## src/dsc_pkg.sv

```systemverilog
// Constants shared by the dual asynchronous serial channel design
// Notes on behaviour
// - Each channel picks one of eight bit rates, 110 to 19200 baud, independently.
// - Channel A uses ports 0 and 1, channel B ports 2 and 3.
// - A board strap swaps status/command and data ports within each pair.
// - After any reset the first command port write is the format byte.
// - Format bits 1:0 give divide factor; value 10 means sixteen clocks per bit. The code ignores these bits and runs every value at 16x.
// - Format bits 3:2 give five, six, seven or eight data bits.
// - Format bits 7:6 give invalid, one, one and a half or two stops.
// - Later command port writes are commands driving lines, enables, clears, break, reformat.
// - Reading the command port returns the line status byte.
// - Command bits 0 and 2 also mask transmit and receive requests.
// - Status bits 5, 4, 3 latch framing, overrun and parity errors.
// - Status bit 0 means holding buffer free; bit 2 means transmitter empty.
// - Status bit 1 means a received character waits to be read.
// - Receive and transmit requests of a channel are ORed into one request.
// - Receive request only while receive enabled and a character is held.
// - With receive disabled no start bit is detected.
// - Transmit request only with transmit enabled, CTS asserted and buffer empty.
// - Transmit disabled raises no request even after the buffer is loaded.
package dsc_pkg;
	// ----------------------------------------
	// Format byte fields
	// ----------------------------------------
	localparam int FMT_DIV_LO = 0;
	localparam int FMT_LEN_LO = 2;
	localparam int FMT_PAR_EN = 4;
	localparam int FMT_PAR_EVEN = 5;
	localparam int FMT_STOP_LO = 6;
	localparam logic [1:0] DIV_X16 = 2'h2;
	// ----------------------------------------
	// Command byte fields
	// ----------------------------------------
	localparam int CMD_TX_EN = 0;
	localparam int CMD_DTR = 1;
	localparam int CMD_RX_EN = 2;
	localparam int CMD_BREAK = 3;
	localparam int CMD_ERR_CLR = 4;
	localparam int CMD_RTS = 5;
	localparam int CMD_REFORMAT = 6;
	localparam logic [7:0] CMD_RESET = 8'h00;
	// ----------------------------------------
	// Status byte fields
	// ----------------------------------------
	localparam int ST_TX_RDY = 0;
	localparam int ST_RX_AVAIL = 1;
	localparam int ST_TX_EMPTY = 2;
	localparam int ST_PAR_ERR = 3;
	localparam int ST_OVR_ERR = 4;
	localparam int ST_FRM_ERR = 5;
	localparam int ST_DSR = 7;
	// ----------------------------------------
	// Port map and rates
	// ----------------------------------------
	localparam logic [1:0] PORT_A_LO = 2'h0;
	localparam logic [1:0] PORT_B_LO = 2'h2;
	localparam int NUM_RATES = 8;
	localparam int CLK_HZ = 100000000;
	localparam int RATE_110 = 110;
	localparam int RATE_150 = 150;
	localparam int RATE_300 = 300;
	localparam int RATE_600 = 600;
	localparam int RATE_1200 = 1200;
	localparam int RATE_2400 = 2400;
	localparam int RATE_4800 = 4800;
	localparam int RATE_19200 = 19200;
	localparam int OVERSAMPLE = 16;
	// Clocks per 16x tick, rounded down
	localparam int TICK_DIV_MAX = CLK_HZ / (RATE_110 * OVERSAMPLE);
	localparam logic [7:0] BIT_TIMING_UNUSED = 8'h00;
	typedef enum logic [1:0] {DSC_TX_IDLE_T, DSC_TX_SHIFT_T, DSC_TX_STOP_T} dsc_unused_t;
endpackage

```

## src/dsc_rate_gen.sv

```systemverilog
// Selectable 16x bit clock tick generator
`timescale 1ns/100ps
`default_nettype none
module dsc_rate_gen (
	input wire logic sys_clk,
	input wire logic rst_b,
	input wire logic [2:0] rate_sel,
	output logic tick
);
	logic [19:0] cnt_r;
	logic [19:0] lim;

	always_comb begin
		case (rate_sel)
			3'h0: lim = 20'(dsc_pkg::CLK_HZ / (dsc_pkg::RATE_110 * dsc_pkg::OVERSAMPLE));
			3'h1: lim = 20'(dsc_pkg::CLK_HZ / (dsc_pkg::RATE_150 * dsc_pkg::OVERSAMPLE));
			3'h2: lim = 20'(dsc_pkg::CLK_HZ / (dsc_pkg::RATE_300 * dsc_pkg::OVERSAMPLE));
			3'h3: lim = 20'(dsc_pkg::CLK_HZ / (dsc_pkg::RATE_600 * dsc_pkg::OVERSAMPLE));
			3'h4: lim = 20'(dsc_pkg::CLK_HZ / (dsc_pkg::RATE_1200 * dsc_pkg::OVERSAMPLE));
			3'h5: lim = 20'(dsc_pkg::CLK_HZ / (dsc_pkg::RATE_2400 * dsc_pkg::OVERSAMPLE));
			3'h6: lim = 20'(dsc_pkg::CLK_HZ / (dsc_pkg::RATE_4800 * dsc_pkg::OVERSAMPLE));
			default: lim = 20'(dsc_pkg::CLK_HZ / (dsc_pkg::RATE_19200 * dsc_pkg::OVERSAMPLE));
		endcase
	end

	always_ff @(posedge sys_clk or negedge rst_b) begin
		if (!rst_b) begin
			cnt_r <= 20'h00000;
			tick <= 1'b0;
		end else if (cnt_r + 20'h00001 >= lim) begin
			cnt_r <= 20'h00000;
			tick <= 1'b1;
		end else begin
			cnt_r <= cnt_r + 20'h00001;
			tick <= 1'b0;
		end
	end
endmodule
`default_nettype wire

```

## src/dsc_skid.sv

```systemverilog
// Two-entry buffer with valid and ready on both sides
`timescale 1ns/100ps
`default_nettype none
module dsc_skid #(
	parameter int W = 8
) (
	input wire logic sys_clk,
	input wire logic rst_b,
	input wire logic in_valid,
	output logic in_ready,
	input wire logic [W-1:0] in_data,
	output logic out_valid,
	input wire logic out_ready,
	output logic [W-1:0] out_data
);
	logic [W-1:0] mem_r [2];
	logic rd_r;
	logic wr_r;
	logic [1:0] cnt_r;
	logic push;
	logic pop;

	assign in_ready = (cnt_r != 2'h2);
	assign out_valid = (cnt_r != 2'h0);
	assign out_data = mem_r[rd_r];
	assign push = in_valid && in_ready;
	assign pop = out_valid && out_ready;

	always_ff @(posedge sys_clk or negedge rst_b) begin
		if (!rst_b) begin
			mem_r[0] <= '0;
			mem_r[1] <= '0;
			rd_r <= 1'b0;
			wr_r <= 1'b0;
			cnt_r <= 2'h0;
		end else begin
			if (push) begin
				mem_r[wr_r] <= in_data;
				wr_r <= ~wr_r;
			end
			if (pop) begin
				rd_r <= ~rd_r;
			end
			cnt_r <= cnt_r + {1'b0, push} - {1'b0, pop};
		end
	end
endmodule
`default_nettype wire

```

## src/dsc_channel_pair.sv

```systemverilog
// Dual asynchronous serial channel with host port pair access
`timescale 1ns/100ps
`default_nettype none
module dsc_chan (
	input wire logic sys_clk,
	input wire logic rst_b,
	input wire logic sw_reset,
	input wire logic [2:0] rate_sel,
	input wire logic cmd_wr,
	input wire logic data_wr,
	input wire logic data_rd,
	input wire logic [7:0] wdata,
	output logic [7:0] status,
	output logic [7:0] rx_data,
	output logic irq,
	input wire logic rxd,
	input wire logic cts_b,
	input wire logic dsr_b,
	output logic txd,
	output logic rts_b,
	output logic dtr_b
);
	typedef enum logic [1:0] {TX_IDLE, TX_DATA, TX_PAR, TX_STOP} dsc_tx_t;
	typedef enum logic [1:0] {RX_IDLE, RX_DATA, RX_PAR, RX_STOP} dsc_rx_t;

	logic tick;
	logic [1:0] rxd_s_r;
	logic [1:0] cts_s_r;
	logic [1:0] dsr_s_r;
	logic fmt_done_r;
	logic [7:0] fmt_r;
	logic [7:0] cmd_r;
	logic [3:0] nbits;
	logic [5:0] stop_ticks;
	logic hold_ready;
	logic buf_valid;
	logic buf_pop;
	logic [7:0] buf_data;
	dsc_tx_t tx_st_r;
	logic [7:0] tx_sh_r;
	logic [3:0] tx_bit_r;
	logic [5:0] tx_tk_r;
	logic tx_par_r;
	dsc_rx_t rx_st_r;
	logic [7:0] rx_sh_r;
	logic [3:0] rx_bit_r;
	logic [5:0] rx_tk_r;
	logic rx_par_r;
	logic rx_full_r;
	logic par_err_r;
	logic ovr_err_r;
	logic frm_err_r;
	logic rx_done;
	logic rx_bad_frm;
	logic rx_bad_par;

	// ----------------------------------------
	// Rate tick and pin synchronisers
	// ----------------------------------------
	dsc_rate_gen u_rate (
		.sys_clk(sys_clk),
		.rst_b(rst_b),
		.rate_sel(rate_sel),
		.tick(tick)
	);

	always_ff @(posedge sys_clk or negedge rst_b) begin
		if (!rst_b) begin
			rxd_s_r <= 2'h3;
			cts_s_r <= 2'h3;
			dsr_s_r <= 2'h3;
		end else begin
			rxd_s_r <= {rxd_s_r[0], rxd};
			cts_s_r <= {cts_s_r[0], cts_b};
			dsr_s_r <= {dsr_s_r[0], dsr_b};
		end
	end

	// ----------------------------------------
	// Format and command bytes
	// ----------------------------------------
	always_ff @(posedge sys_clk or negedge rst_b) begin
		if (!rst_b) begin
			fmt_done_r <= 1'b0;
			fmt_r <= 8'h4E;
			cmd_r <= dsc_pkg::CMD_RESET;
		end else if (sw_reset) begin
			fmt_done_r <= 1'b0;
			cmd_r <= dsc_pkg::CMD_RESET;
		end else if (cmd_wr && !fmt_done_r) begin
			fmt_r <= wdata;
			fmt_done_r <= 1'b1;
		end else if (cmd_wr) begin
			cmd_r <= wdata;
			if (wdata[dsc_pkg::CMD_REFORMAT]) begin
				fmt_done_r <= 1'b0;
				cmd_r <= dsc_pkg::CMD_RESET;
			end
		end
	end

	// Only the 16x factor is meaningful with this tick; others run as 16x
	assign nbits = 4'h5 + {2'h0, fmt_r[dsc_pkg::FMT_LEN_LO +: 2]};
	// Invalid stop code falls back to one stop bit
	always_comb begin
		case (fmt_r[dsc_pkg::FMT_STOP_LO +: 2])
			2'h2: stop_ticks = 6'd24;
			2'h3: stop_ticks = 6'd32;
			default: stop_ticks = 6'd16;
		endcase
	end
	assign rts_b = ~cmd_r[dsc_pkg::CMD_RTS];
	assign dtr_b = ~cmd_r[dsc_pkg::CMD_DTR];

	// ----------------------------------------
	// Transmit path: buffer, then shifter
	// ----------------------------------------
	dsc_skid #(.W(8)) u_txbuf (
		.sys_clk(sys_clk),
		.rst_b(rst_b),
		.in_valid(data_wr),
		.in_ready(hold_ready),
		.in_data(wdata),
		.out_valid(buf_valid),
		.out_ready(buf_pop),
		.out_data(buf_data)
	);

	// Shifting runs once loaded even if enable drops later
	assign buf_pop = (tx_st_r == TX_IDLE) && buf_valid && cmd_r[dsc_pkg::CMD_TX_EN]
		&& !cts_s_r[1];

	always_ff @(posedge sys_clk or negedge rst_b) begin
		if (!rst_b) begin
			tx_st_r <= TX_IDLE;
			tx_sh_r <= 8'hFF;
			tx_bit_r <= 4'h0;
			tx_tk_r <= 6'h00;
			tx_par_r <= 1'b0;
			txd <= 1'b1;
		end else begin
			case (tx_st_r)
				TX_IDLE: begin
					txd <= ~cmd_r[dsc_pkg::CMD_BREAK];
					if (buf_pop) begin
						tx_sh_r <= buf_data;
						tx_par_r <= ^buf_data[4:0] ^ ~fmt_r[dsc_pkg::FMT_PAR_EVEN];
						tx_bit_r <= 4'h0;
						tx_tk_r <= 6'h00;
						txd <= 1'b0;
						tx_st_r <= TX_DATA;
					end
				end
				TX_DATA: if (tick) begin
					tx_tk_r <= tx_tk_r + 6'h01;
					if (tx_tk_r == 6'd15) begin
						tx_tk_r <= 6'h00;
						txd <= tx_sh_r[0];
						tx_sh_r <= {1'b0, tx_sh_r[7:1]};
						if (tx_bit_r >= 4'h5 && tx_bit_r < nbits)
							tx_par_r <= tx_par_r ^ tx_sh_r[0];
						tx_bit_r <= tx_bit_r + 4'h1;
						if (tx_bit_r == nbits) begin
							txd <= fmt_r[dsc_pkg::FMT_PAR_EN] ? tx_par_r : 1'b1;
							tx_st_r <= fmt_r[dsc_pkg::FMT_PAR_EN] ? TX_PAR : TX_STOP;
						end
					end
				end
				TX_PAR: if (tick) begin
					tx_tk_r <= tx_tk_r + 6'h01;
					if (tx_tk_r == 6'd15) begin
						tx_tk_r <= 6'h00;
						txd <= 1'b1;
						tx_st_r <= TX_STOP;
					end
				end
				TX_STOP: if (tick) begin
					tx_tk_r <= tx_tk_r + 6'h01;
					if (tx_tk_r == stop_ticks - 6'h01) begin
						tx_st_r <= TX_IDLE;
					end
				end
				default: tx_st_r <= TX_IDLE;
			endcase
		end
	end

	// ----------------------------------------
	// Receive path
	// ----------------------------------------
	assign rx_done = tick && (rx_st_r == RX_STOP) && (rx_tk_r == 6'd23);
	assign rx_bad_frm = !rxd_s_r[1];
	// Good frame folds to 0 for even, 1 for odd
	assign rx_bad_par = fmt_r[dsc_pkg::FMT_PAR_EN]
		&& (rx_par_r == fmt_r[dsc_pkg::FMT_PAR_EVEN]);

	always_ff @(posedge sys_clk or negedge rst_b) begin
		if (!rst_b) begin
			rx_st_r <= RX_IDLE;
			rx_sh_r <= 8'h00;
			rx_bit_r <= 4'h0;
			rx_tk_r <= 6'h00;
			rx_par_r <= 1'b0;
		end else if (!cmd_r[dsc_pkg::CMD_RX_EN]) begin
			rx_st_r <= RX_IDLE;
		end else if (tick) begin
			rx_tk_r <= rx_tk_r + 6'h01;
			case (rx_st_r)
				RX_IDLE: begin
					rx_tk_r <= 6'h00;
					// Count from zero, so the first sample lands mid bit 0
					if (!rxd_s_r[1]) begin
						rx_st_r <= RX_DATA;
						rx_bit_r <= 4'h0;
						rx_sh_r <= 8'h00;
						rx_par_r <= 1'b0;
					end
				end
				RX_DATA: if (rx_tk_r == 6'd23) begin
					rx_tk_r <= 6'd8;
					rx_sh_r[rx_bit_r[2:0]] <= rxd_s_r[1];
					rx_par_r <= rx_par_r ^ rxd_s_r[1];
					rx_bit_r <= rx_bit_r + 4'h1;
					if (rx_bit_r + 4'h1 == nbits)
						rx_st_r <= fmt_r[dsc_pkg::FMT_PAR_EN] ? RX_PAR : RX_STOP;
				end
				RX_PAR: if (rx_tk_r == 6'd23) begin
					rx_tk_r <= 6'd8;
					rx_par_r <= rx_par_r ^ rxd_s_r[1];
					rx_st_r <= RX_STOP;
				end
				RX_STOP: if (rx_tk_r == 6'd23) begin
					rx_st_r <= RX_IDLE;
				end
				default: rx_st_r <= RX_IDLE;
			endcase
		end
	end

	// Stop sampled 16 ticks after the last bit sample, mid stop bit
	always_ff @(posedge sys_clk or negedge rst_b) begin
		if (!rst_b) begin
			rx_full_r <= 1'b0;
			rx_data <= 8'h00;
			par_err_r <= 1'b0;
			ovr_err_r <= 1'b0;
			frm_err_r <= 1'b0;
		end else begin
			if (rx_done) begin
				rx_full_r <= 1'b1;
				rx_data <= rx_sh_r;
			end else if (data_rd) begin
				rx_full_r <= 1'b0;
			end
			// Set wins over clear for each error flag
			if (rx_done && rx_full_r && !data_rd)
				ovr_err_r <= 1'b1;
			else if (cmd_wr && fmt_done_r && wdata[dsc_pkg::CMD_ERR_CLR])
				ovr_err_r <= 1'b0;
			if (rx_done && rx_bad_frm)
				frm_err_r <= 1'b1;
			else if (cmd_wr && fmt_done_r && wdata[dsc_pkg::CMD_ERR_CLR])
				frm_err_r <= 1'b0;
			if (rx_done && rx_bad_par)
				par_err_r <= 1'b1;
			else if (cmd_wr && fmt_done_r && wdata[dsc_pkg::CMD_ERR_CLR])
				par_err_r <= 1'b0;
		end
	end

	// ----------------------------------------
	// Status and request
	// ----------------------------------------
	always_comb begin
		status = 8'h00;
		status[dsc_pkg::ST_TX_RDY] = hold_ready;
		status[dsc_pkg::ST_RX_AVAIL] = rx_full_r;
		status[dsc_pkg::ST_TX_EMPTY] = !buf_valid && (tx_st_r == TX_IDLE);
		status[dsc_pkg::ST_PAR_ERR] = par_err_r;
		status[dsc_pkg::ST_OVR_ERR] = ovr_err_r;
		status[dsc_pkg::ST_FRM_ERR] = frm_err_r;
		status[dsc_pkg::ST_DSR] = !dsr_s_r[1];
	end

	// Waits for the shifter too, so a brief enable pulse raises no request
	assign irq = (cmd_r[dsc_pkg::CMD_RX_EN] && rx_full_r)
		|| (cmd_r[dsc_pkg::CMD_TX_EN] && !cts_s_r[1] && !buf_valid
		&& (tx_st_r == TX_IDLE));
endmodule

module dsc_channel_pair (
	input wire logic sys_clk,
	input wire logic rst_b,
	input wire logic [1:0] host_addr,
	input wire logic host_wr,
	input wire logic host_rd,
	input wire logic [7:0] host_wdata,
	output logic [7:0] host_rdata,
	input wire logic data_first,
	input wire logic [1:0] sw_reset,
	input wire logic [2:0] chan_a_bit_clock,
	input wire logic [2:0] chan_b_bit_clock,
	input wire logic [1:0] rxd,
	input wire logic [1:0] cts_b,
	input wire logic [1:0] dsr_b,
	output logic [1:0] txd,
	output logic [1:0] rts_b,
	output logic [1:0] dtr_b,
	output logic [1:0] rx_char_waiting_irq
);
	logic [1:0] cmd_wr;
	logic [1:0] data_wr;
	logic [1:0] data_rd;
	logic [7:0] st [2];
	logic [7:0] rd [2];
	logic [1:0] irq;
	logic [1:0] txd_w;
	logic [1:0] rts_w;
	logic [1:0] dtr_w;
	logic is_data;
	logic ch;

	assign ch = host_addr[1];
	assign is_data = host_addr[0] ^ data_first;
	assign cmd_wr = {ch & host_wr & !is_data, !ch & host_wr & !is_data};
	assign data_wr = {ch & host_wr & is_data, !ch & host_wr & is_data};
	assign data_rd = {ch & host_rd & is_data, !ch & host_rd & is_data};

	for (genvar i = 0; i < 2; i++) begin : g_ch
		dsc_chan u_ch (
			.sys_clk(sys_clk),
			.rst_b(rst_b),
			.sw_reset(sw_reset[i]),
			.rate_sel(i == 0 ? chan_a_bit_clock : chan_b_bit_clock),
			.cmd_wr(cmd_wr[i]),
			.data_wr(data_wr[i]),
			.data_rd(data_rd[i]),
			.wdata(host_wdata),
			.status(st[i]),
			.rx_data(rd[i]),
			.irq(irq[i]),
			.rxd(rxd[i]),
			.cts_b(cts_b[i]),
			.dsr_b(dsr_b[i]),
			.txd(txd_w[i]),
			.rts_b(rts_w[i]),
			.dtr_b(dtr_w[i])
		);
	end

	always_ff @(posedge sys_clk or negedge rst_b) begin
		if (!rst_b) begin
			host_rdata <= 8'h00;
			txd <= 2'h3;
			rts_b <= 2'h3;
			dtr_b <= 2'h3;
			rx_char_waiting_irq <= 2'h0;
		end else begin
			host_rdata <= is_data ? rd[ch] : st[ch];
			txd <= txd_w;
			rts_b <= rts_w;
			dtr_b <= dtr_w;
			rx_char_waiting_irq <= irq;
		end
	end
endmodule
`default_nettype wire

```

## config.mk

```make
export PLATFORM = sky130hd
export DESIGN_NAME = dsc_channel_pair
export DESIGN_NICKNAME = d
export VERILOG_FILES = /design/src/dsc_pkg.sv /design/src/dsc_rate_gen.sv /design/src/dsc_skid.sv /design/src/dsc_channel_pair.sv
export SDC_FILE = /design/constraint.sdc
export NUM_CORES = 1
export LEC_CHECK = 0
export BUFFER_PORTS_ARGS = -buffer_cell sky130_fd_sc_hd__buf_2
export CAP_MARGIN = 20
export CORE_ASPECT_RATIO = 0.5
export CORE_MARGIN = 2
export CORE_UTILIZATION = 51
export DETAILED_ROUTE_END_ITERATION = 10
export PLACE_DENSITY_LB_ADDON = 0.3
export RECOVER_POWER = 25
export SLEW_MARGIN = 20
export SYNTH_ARGS = -nofsm -noshare
export SYNTH_HDL_FRONTEND = slang
export SYNTH_SLANG_ARGS = --single-unit
```

## constraint.sdc

```tcl
create_clock -name sys_clk -period 3.02 [get_ports sys_clk]
set_input_delay 0.453 -clock sys_clk [delete_from_list [all_inputs] [get_ports sys_clk]]
set_output_delay 0.453 -clock sys_clk [all_outputs]
set_load 0.005 [all_outputs]
```

==> run metrics, run 1 <==
status finished with violations; violations in the final reports max-capacitance violations, max-slew violations; pre-CTS setup slack -86.7 ps; clk_lat worst skew 510 ps; register area share after synthesis 47.0%; die area 27,100 sq um; largest area contributor in the netlist dfrtp_1; first-pass GRT wire length 46,500 um; Initial DRT Pass Iterations 8; Async SR Flop Fraction 100%; DP Area 13,800 sq um; Die W 231 um; row count 41; ratio of cells with drive above 1 in the final layout 18.8%; RSZ-0062 raised after global routing yes; vias in the first global route 9,503; synth warn 0; sum of negative setup slack 0 ps; DRC Markers 0; data required time of the critical path 3450 ps; initial antenna violation count 0; Crit Path Class flop to flop; number of synthesized register bits 244; hold path depth 1; Critical Path AT 3390 ps; Unique masters post-synth 78; Avg WL per Cell 16.4 um; post-layout util 58.0%; Synth Instances 1,270; crit-path max FO 6; clk sinks 244; CTS Buf Count 23; ranking of synthesized cells by area dfrtp_1 39%, dfstp_2 8.4%, ha_1 7.6%, mux2_2 6.1%, nand2_1 4.0%; MaxCap Viol Count 1; grt ovf 0; Final period util 97.9%; GRT Util Overall 20.6%; pin count of the biggest net entering global routing 86; Top Ports 45; Antenna Nets Post-Route 0; drt first-iter violations 608; IO buf count 44; H-tree Lvls 1; min setup slack post-route 64.8 ps; Routed WL 27,700 um; Layout Skew 11.6 ps; crit end category flop; Die Span Y 117 um; most common cell after layout, fill and taps aside dfrtp_1; # nets final 1,440; area grow syn2layout 11.8%; Final Critical Period 2960 ps; startpoint types flop; Worst slew margin -40.6%; Placer Congestion 0.861; Power Density 660 nW/um^2; clock slew seen by the registers of the worst setup and hold paths 70 ps; Slew @ Worst Pin 2110 ps; Post-Synthesis Cell Area 13,100 sq um; f_max 338 MHz; Ant. Diodes 0; VDD IR max 0.380 mV; Longest Clk Path Bufs 3; Final Hold Vio Count 0; Slew Viols, Final 85; leading register cell type out of synthesis dfrtp_1; Avg Cell Area, Syn 10.3 sq um; setup violators final 0; post-synth top area share 38.6%; post-route insts no fill 1,691; placed cells 1,647; Root Buffer Master clkbuf_16; Vias 9,601; HPWL after DPL 19,700 um; Hold/Removal Path Class input pin to flop; core area 25,200 sq um; FF-to-FF path depth 12; most frequent cells in the layout 202 x dfrtp_1, 138 x nand2_1, 95 x o21ai_0; Initial Util 51.9%; final non-filler cell area 14,600 sq um; TritonCTS clock tree built; Pleak 0.00651 uW; number of flops mapped to enable cells by yosys 0; vias per cell 5.68
layer usage:
layer	GRT usage (%)	part of all wire (%)	vias to the layer above
met5	0	0	-
met4	4.35	1.7	0
met3	3.48	3.7	37
met2	34.5	49	165
met1	28.4	46	4762
li1	-	-	4637
area by class of cell:
class | count | area [sq um]
fillers | 2082 | 10600
clock buffers | 31 | 666
repair buffers | 68 | 405
well taps | 344 | 430
clock inverters | 10 | 111
flip-flops and latches | 244 | 6160
multi-input cells | 951 | 6710
inverters | 43 | 163
registers in the layout, indices dropped and copies added (netlist names), 4 cells and up:
signal / flops
g_ch.u_ch.rx_data: 16
g_ch.u_ch.rx_st_r: 4
g_ch.u_ch.u_txbuf.cnt_r: 4
g_ch.u_ch.rx_sh_r: 16
g_ch.u_ch.dsr_s_r: 4
g_ch.u_ch.u_rate.cnt_r: 40
g_ch.u_ch.tx_bit_r: 8
g_ch.u_ch.fmt_r: 12
g_ch.u_ch.rx_bit_r: 8
g_ch.u_ch.cmd_r: 10
host_rdata: 8
g_ch.u_ch.tx_st_r: 4
g_ch.u_ch.rx_tk_r: 12
g_ch.u_ch.rxd_s_r: 4
g_ch.u_ch.u_txbuf.mem_r: 32
g_ch.u_ch.tx_sh_r: 16
g_ch.u_ch.tx_tk_r: 12
g_ch.u_ch.cts_s_r: 4
cell usage after synthesis (all sizes together), types with 3 or more instances:
library cell / instances
a211oi: 8
a21boi: 9
a21o: 12
a21oi: 49
a221oi: 3
a22o: 12
a31oi: 4
a32o: 5
and2: 10
and3: 14
and4: 4
buf: 10
clkbuf: 29
dfrtp: 202
dfstp: 42
ha: 80
inv: 42
mux2: 72
mux2i: 22
mux4: 5
nand2: 138
nand2b: 23
nand3: 56
nand3b: 9
nand4: 17
nor2: 74
nor2b: 44
nor3: 12
nor3b: 4
nor4: 5
o2111ai: 3
o211a: 5
o211ai: 7
o21a: 4
o21ai: 107
o31ai: 15
or2: 11
or3: 5
xnor2: 40
xor2: 24
where the power goes:
part	switching, uW	total, uW	internal (uW)
Clock	1250	2980	1720
Sequential	390	4230	3840
Combinational	1320	2460	1140
through the flow:
step | hold WS, ps | total power (uW)
after floorplan | 157 | 6040
after global placement | 346 | 6600
after detailed placement | 347 | 6750
after CTS | 20.2 | 9750
final | 34.4 | 9670
after global routing | 15.2 | 10300
cells by family after synthesis:
group,after synthesis,synth area share [%]
AOI/OAI and AO/OA,264,12.8
xor gates and xnor gates,65,4.45
muxes,99,8.76
and+or+nand+nor,435,16.8
adders and majority gates,80,7.64
DFF,244,47.0
other,1,0.0286
buffers and inverters,82,2.48
path summary, 6_finish.rpt:
check | startpoint | to | slack [ps]
min in group asynchronous | rst_b | g_ch[0].u_ch.rx_tk_r[0] | 1100
max reg2reg | g_ch[0].u_ch.u_rate.cnt_r[0] | g_ch[0].u_ch.u_rate.cnt_r[14] | 60
max | g_ch[0].u_ch.u_rate.cnt_r[0] | g_ch[0].u_ch.u_rate.cnt_r[14] | 60
max in group asynchronous | rst_b | g_ch[1].u_ch.tx_sh_r[4] | 500
min reg2reg | g_ch[1].u_ch.dsr_s_r[0] | g_ch[1].u_ch.dsr_s_r[1] | 350
min | rxd[1] | g_ch[1].u_ch.rxd_s_r[0] | 30
critical path: stages, from the launching register on:
cell     delay [ps]
dfrtp_1         400
buf_4           170
nand3_1         100
or3_4           390
nor2_4          140
xor2_2          190
ha_1            270
a21o_1          180
a221o_1         380
a21oi_2         200
nand4_2         130
buf_4           190
nor2b_1         120
what timing repair did:
| item | 4_1_cts | 5_1_grt |
|---|---|---|
| setup endpoints to repair | 12 | 18 |
| buffers inserted | 1 | 1 |
| hold endpoints to repair | 65 | 0 |
| pin swaps | 0 | 3 |
| hold buffers | 1 | 0 |
| gates resized for setup | 1 | 11 |
(Power assumes the default switching activity.)
==> run 2, diff against run 1 <==
clock period = 3.5 ns   (was 3.02 ns; I/O delays follow)
==> run 2 against run 1 <==
Against the previous run: the run still ends with max-capacitance violations, max-slew violations left; final cell count decreased by 0.89%; clock power shrank 10%; via count down 1.6%; critical endpoint is now g_ch[0].u_ch.u_rate.cnt_r[5]; routed wire length down 2.0%; clock skew is 12 ps higher; combinational power decreased by 15%; highest routed layer unchanged.
==> run metrics, run 2 (synthesis results as in run 1) <==
Final Hold Vio Count 0 (unchanged); Top Ports 45 (unchanged); Pleak 0.00644 uW (-1.1%); Antenna Nets Post-Route 0 (unchanged); setup violators final 0 (unchanged); cts repair resizes 0 (-1); post-route insts no fill 1,676 (-0.89%); area grow syn2layout 10.7%; grt ovf 0 (unchanged); data required time of the critical path 3930 ps (+480 ps); Ant. Diodes 0 (unchanged); Longest Clk Path Bufs 3 (unchanged); status finished with violations; Layout Skew 23.4 ps (+11.8 ps); RSZ-0062 raised after global routing no; CTS Buf Count 24 (+4.3%); crit end category flop; min setup slack post-route 193 ps (+128 ps); Slew @ Worst Pin 2300 ps (+196 ps); HPWL after DPL 19,300 um (-1.9%); vias per cell 5.64 (-0.68%); Critical Path AT 3730 ps (+340 ps); max FFs per register 40 (unchanged); MaxCap Viol Count 1 (unchanged); Die W 231 um (unchanged); Placer Congestion 0.878 (+2.0%); violations in the final reports max-capacitance violations, max-slew violations; Sw Pwr 2530 uW (-14%); Worst slew margin -53.6% (-13 points); Power Density 581 nW/um^2 (-12%); Vias 9,451 (-1.6%); placed cells 1,632 (-0.91%); row count 41 (unchanged); biggest regs g_ch.u_ch.u_rate.cnt_r (40), g_ch.u_ch.u_txbuf.mem_r (32); GRT Util Overall 20.3% (-0.38 points); clk_lat worst skew 520 ps (about the same); Routed WL 27,100 um (-2.0%); DRC Markers 0 (unchanged); pin count of the biggest net entering global routing 90 (+4.7%); Root Buffer Master clkbuf_16; # nets final 1,423 (-1.2%); Die Span Y 117 um (unchanged); Avg WL per Cell 16.2 um (-1.2%); startpoint types flop; Crit Path Class flop to flop; Initial Util 51.9% (unchanged); Overall Power 8420 uW (-13%); first-pass GRT wire length 45,600 um (-1.8%); Largest Register g_ch.u_ch.u_rate.cnt_r; Hold/Removal Path Class input pin to flop; f_max 302 MHz (-11%); DP Area 13,700 sq um (-0.82%); final non-filler cell area 14,500 sq um (-0.96%); fillcell total 2,108 (+1.2%); ratio of cells with drive above 1 in the final layout 17.1% (-1.7 points); Final Critical Period 3310 ps (+352 ps); Slew Viols, Final 90 (+5.9%); TritonCTS clock tree built; most frequent cells in the layout 202 x dfrtp_1, 138 x nand2_1, 95 x o21ai_0; Comb pwr share 24.8% (-0.6 points); crit-path max FO 16 (+10); vias in the first global route 9,268 (-2.5%); switch share 30.1% (-0.53 points); die area 27,100 sq um (unchanged); Final period util 94.5% (-3.4 points); initial antenna violation count 0 (unchanged); Seq pwr share 43.4% (-0.4 points); most common cell after layout, fill and taps aside dfrtp_1; sum of negative setup slack 0 ps (unchanged); Clock power frac 31.9% (+1.1 points); VDD IR max 0.344 mV (-9.4%); core area 25,200 sq um (unchanged); drt first-iter violations 646 (+6.3%); IO buf count 44 (unchanged); internal power 5890 uW (-12%); Post-CTS Setup Bufs 0 (-1); clk sinks 244 (unchanged); clock slew seen by the registers of the worst setup and hold paths 70 ps (about the same); Initial DRT Pass Iterations 5 (-3); H-tree Lvls 1 (unchanged); pre-CTS setup slack 170 ps (+257 ps); Hold-fix buffers, CTS 0 (-1)
-- run 2: cell types whose count changed in the layout (fill, tap and decap cells not counted), moves of 2 or more --
cell	delta
xnor2_1	+2
buf_4	-15
clkbuf_16	+2
ha_1	+2
xnor2_2	-2
-- run 2: worst max-delay path, stage by stage (launching register included) --
cell	delay (ps)
dfrtp_1	450
ha_1	240
nand2_1	90
or2_1	290
nor3_1	290
nand3_1	140
xnor2_1	250
ha_1	290
and3_1	170
a221o_1	320
a21oi_1	260
nand4_4	260
nor2b_1	190
-- run 2: worst paths after layout --
path                                                      end  depth (start not counted)  slack (ps)                          from
worst max-delay path             g_ch[0].u_ch.u_rate.cnt_r[5]                         12         190  g_ch[0].u_ch.u_rate.cnt_r[0]
worst min-delay path                  g_ch[1].u_ch.rxd_s_r[0]                          1         100                        rxd[1]
worst max register to register   g_ch[0].u_ch.u_rate.cnt_r[5]                         12         190  g_ch[0].u_ch.u_rate.cnt_r[0]
worst min register to register        g_ch[1].u_ch.dsr_s_r[1]                          0         340       g_ch[1].u_ch.dsr_s_r[0]
max in group asynchronous             g_ch[1].u_ch.rx_sh_r[0]                          2         860                         rst_b
min in group asynchronous       g_ch[0].u_ch.u_rate.cnt_r[14]                          1         670                         rst_b
-- run 2: cell type report --
type                       count  area, sq um  area share [%]
inverter                      43          163            1.12
clock buffer                  36          737            5.08
multi-input combinational    951         6650            45.9
tap                          344          430            2.97
sequential                   244         6160            42.5
clock inverter                 8         98.8           0.682
timing repair buffer          50          262            1.80
-- run 2: power groups by stage --
stage	clock [uW]	combinational (uW)	sequential, uW
after detailed placement	0	2080	3700
after global placement	0	2000	3670
after floorplan	0	1620	3590
after global routing	2880	2340	3710
after CTS	2740	2090	3660
final	2680	2090	3650
-- run 2: routing by layer --
layer	vias to the layer above	track usage [%]	share of wire, %
li1	4595	-	-
met1	4685	27.6	47
met2	139	34.8	49
met3	32	2.85	3.3
met4	0	3.79	1.6
met5	-	0	0
-- run 2: per-stage QoR --
| stage | utilization [%] | hold WS, ps |
|---|---|---|
| after floorplan | - | 229 |
| after global placement | 54.2 | 346 |
| after detailed placement | 54.2 | 347 |
| after CTS | 57.5 | 39.2 |
| after global routing | 57.5 | 81.2 |
| final | 57.5 | 98.0 |
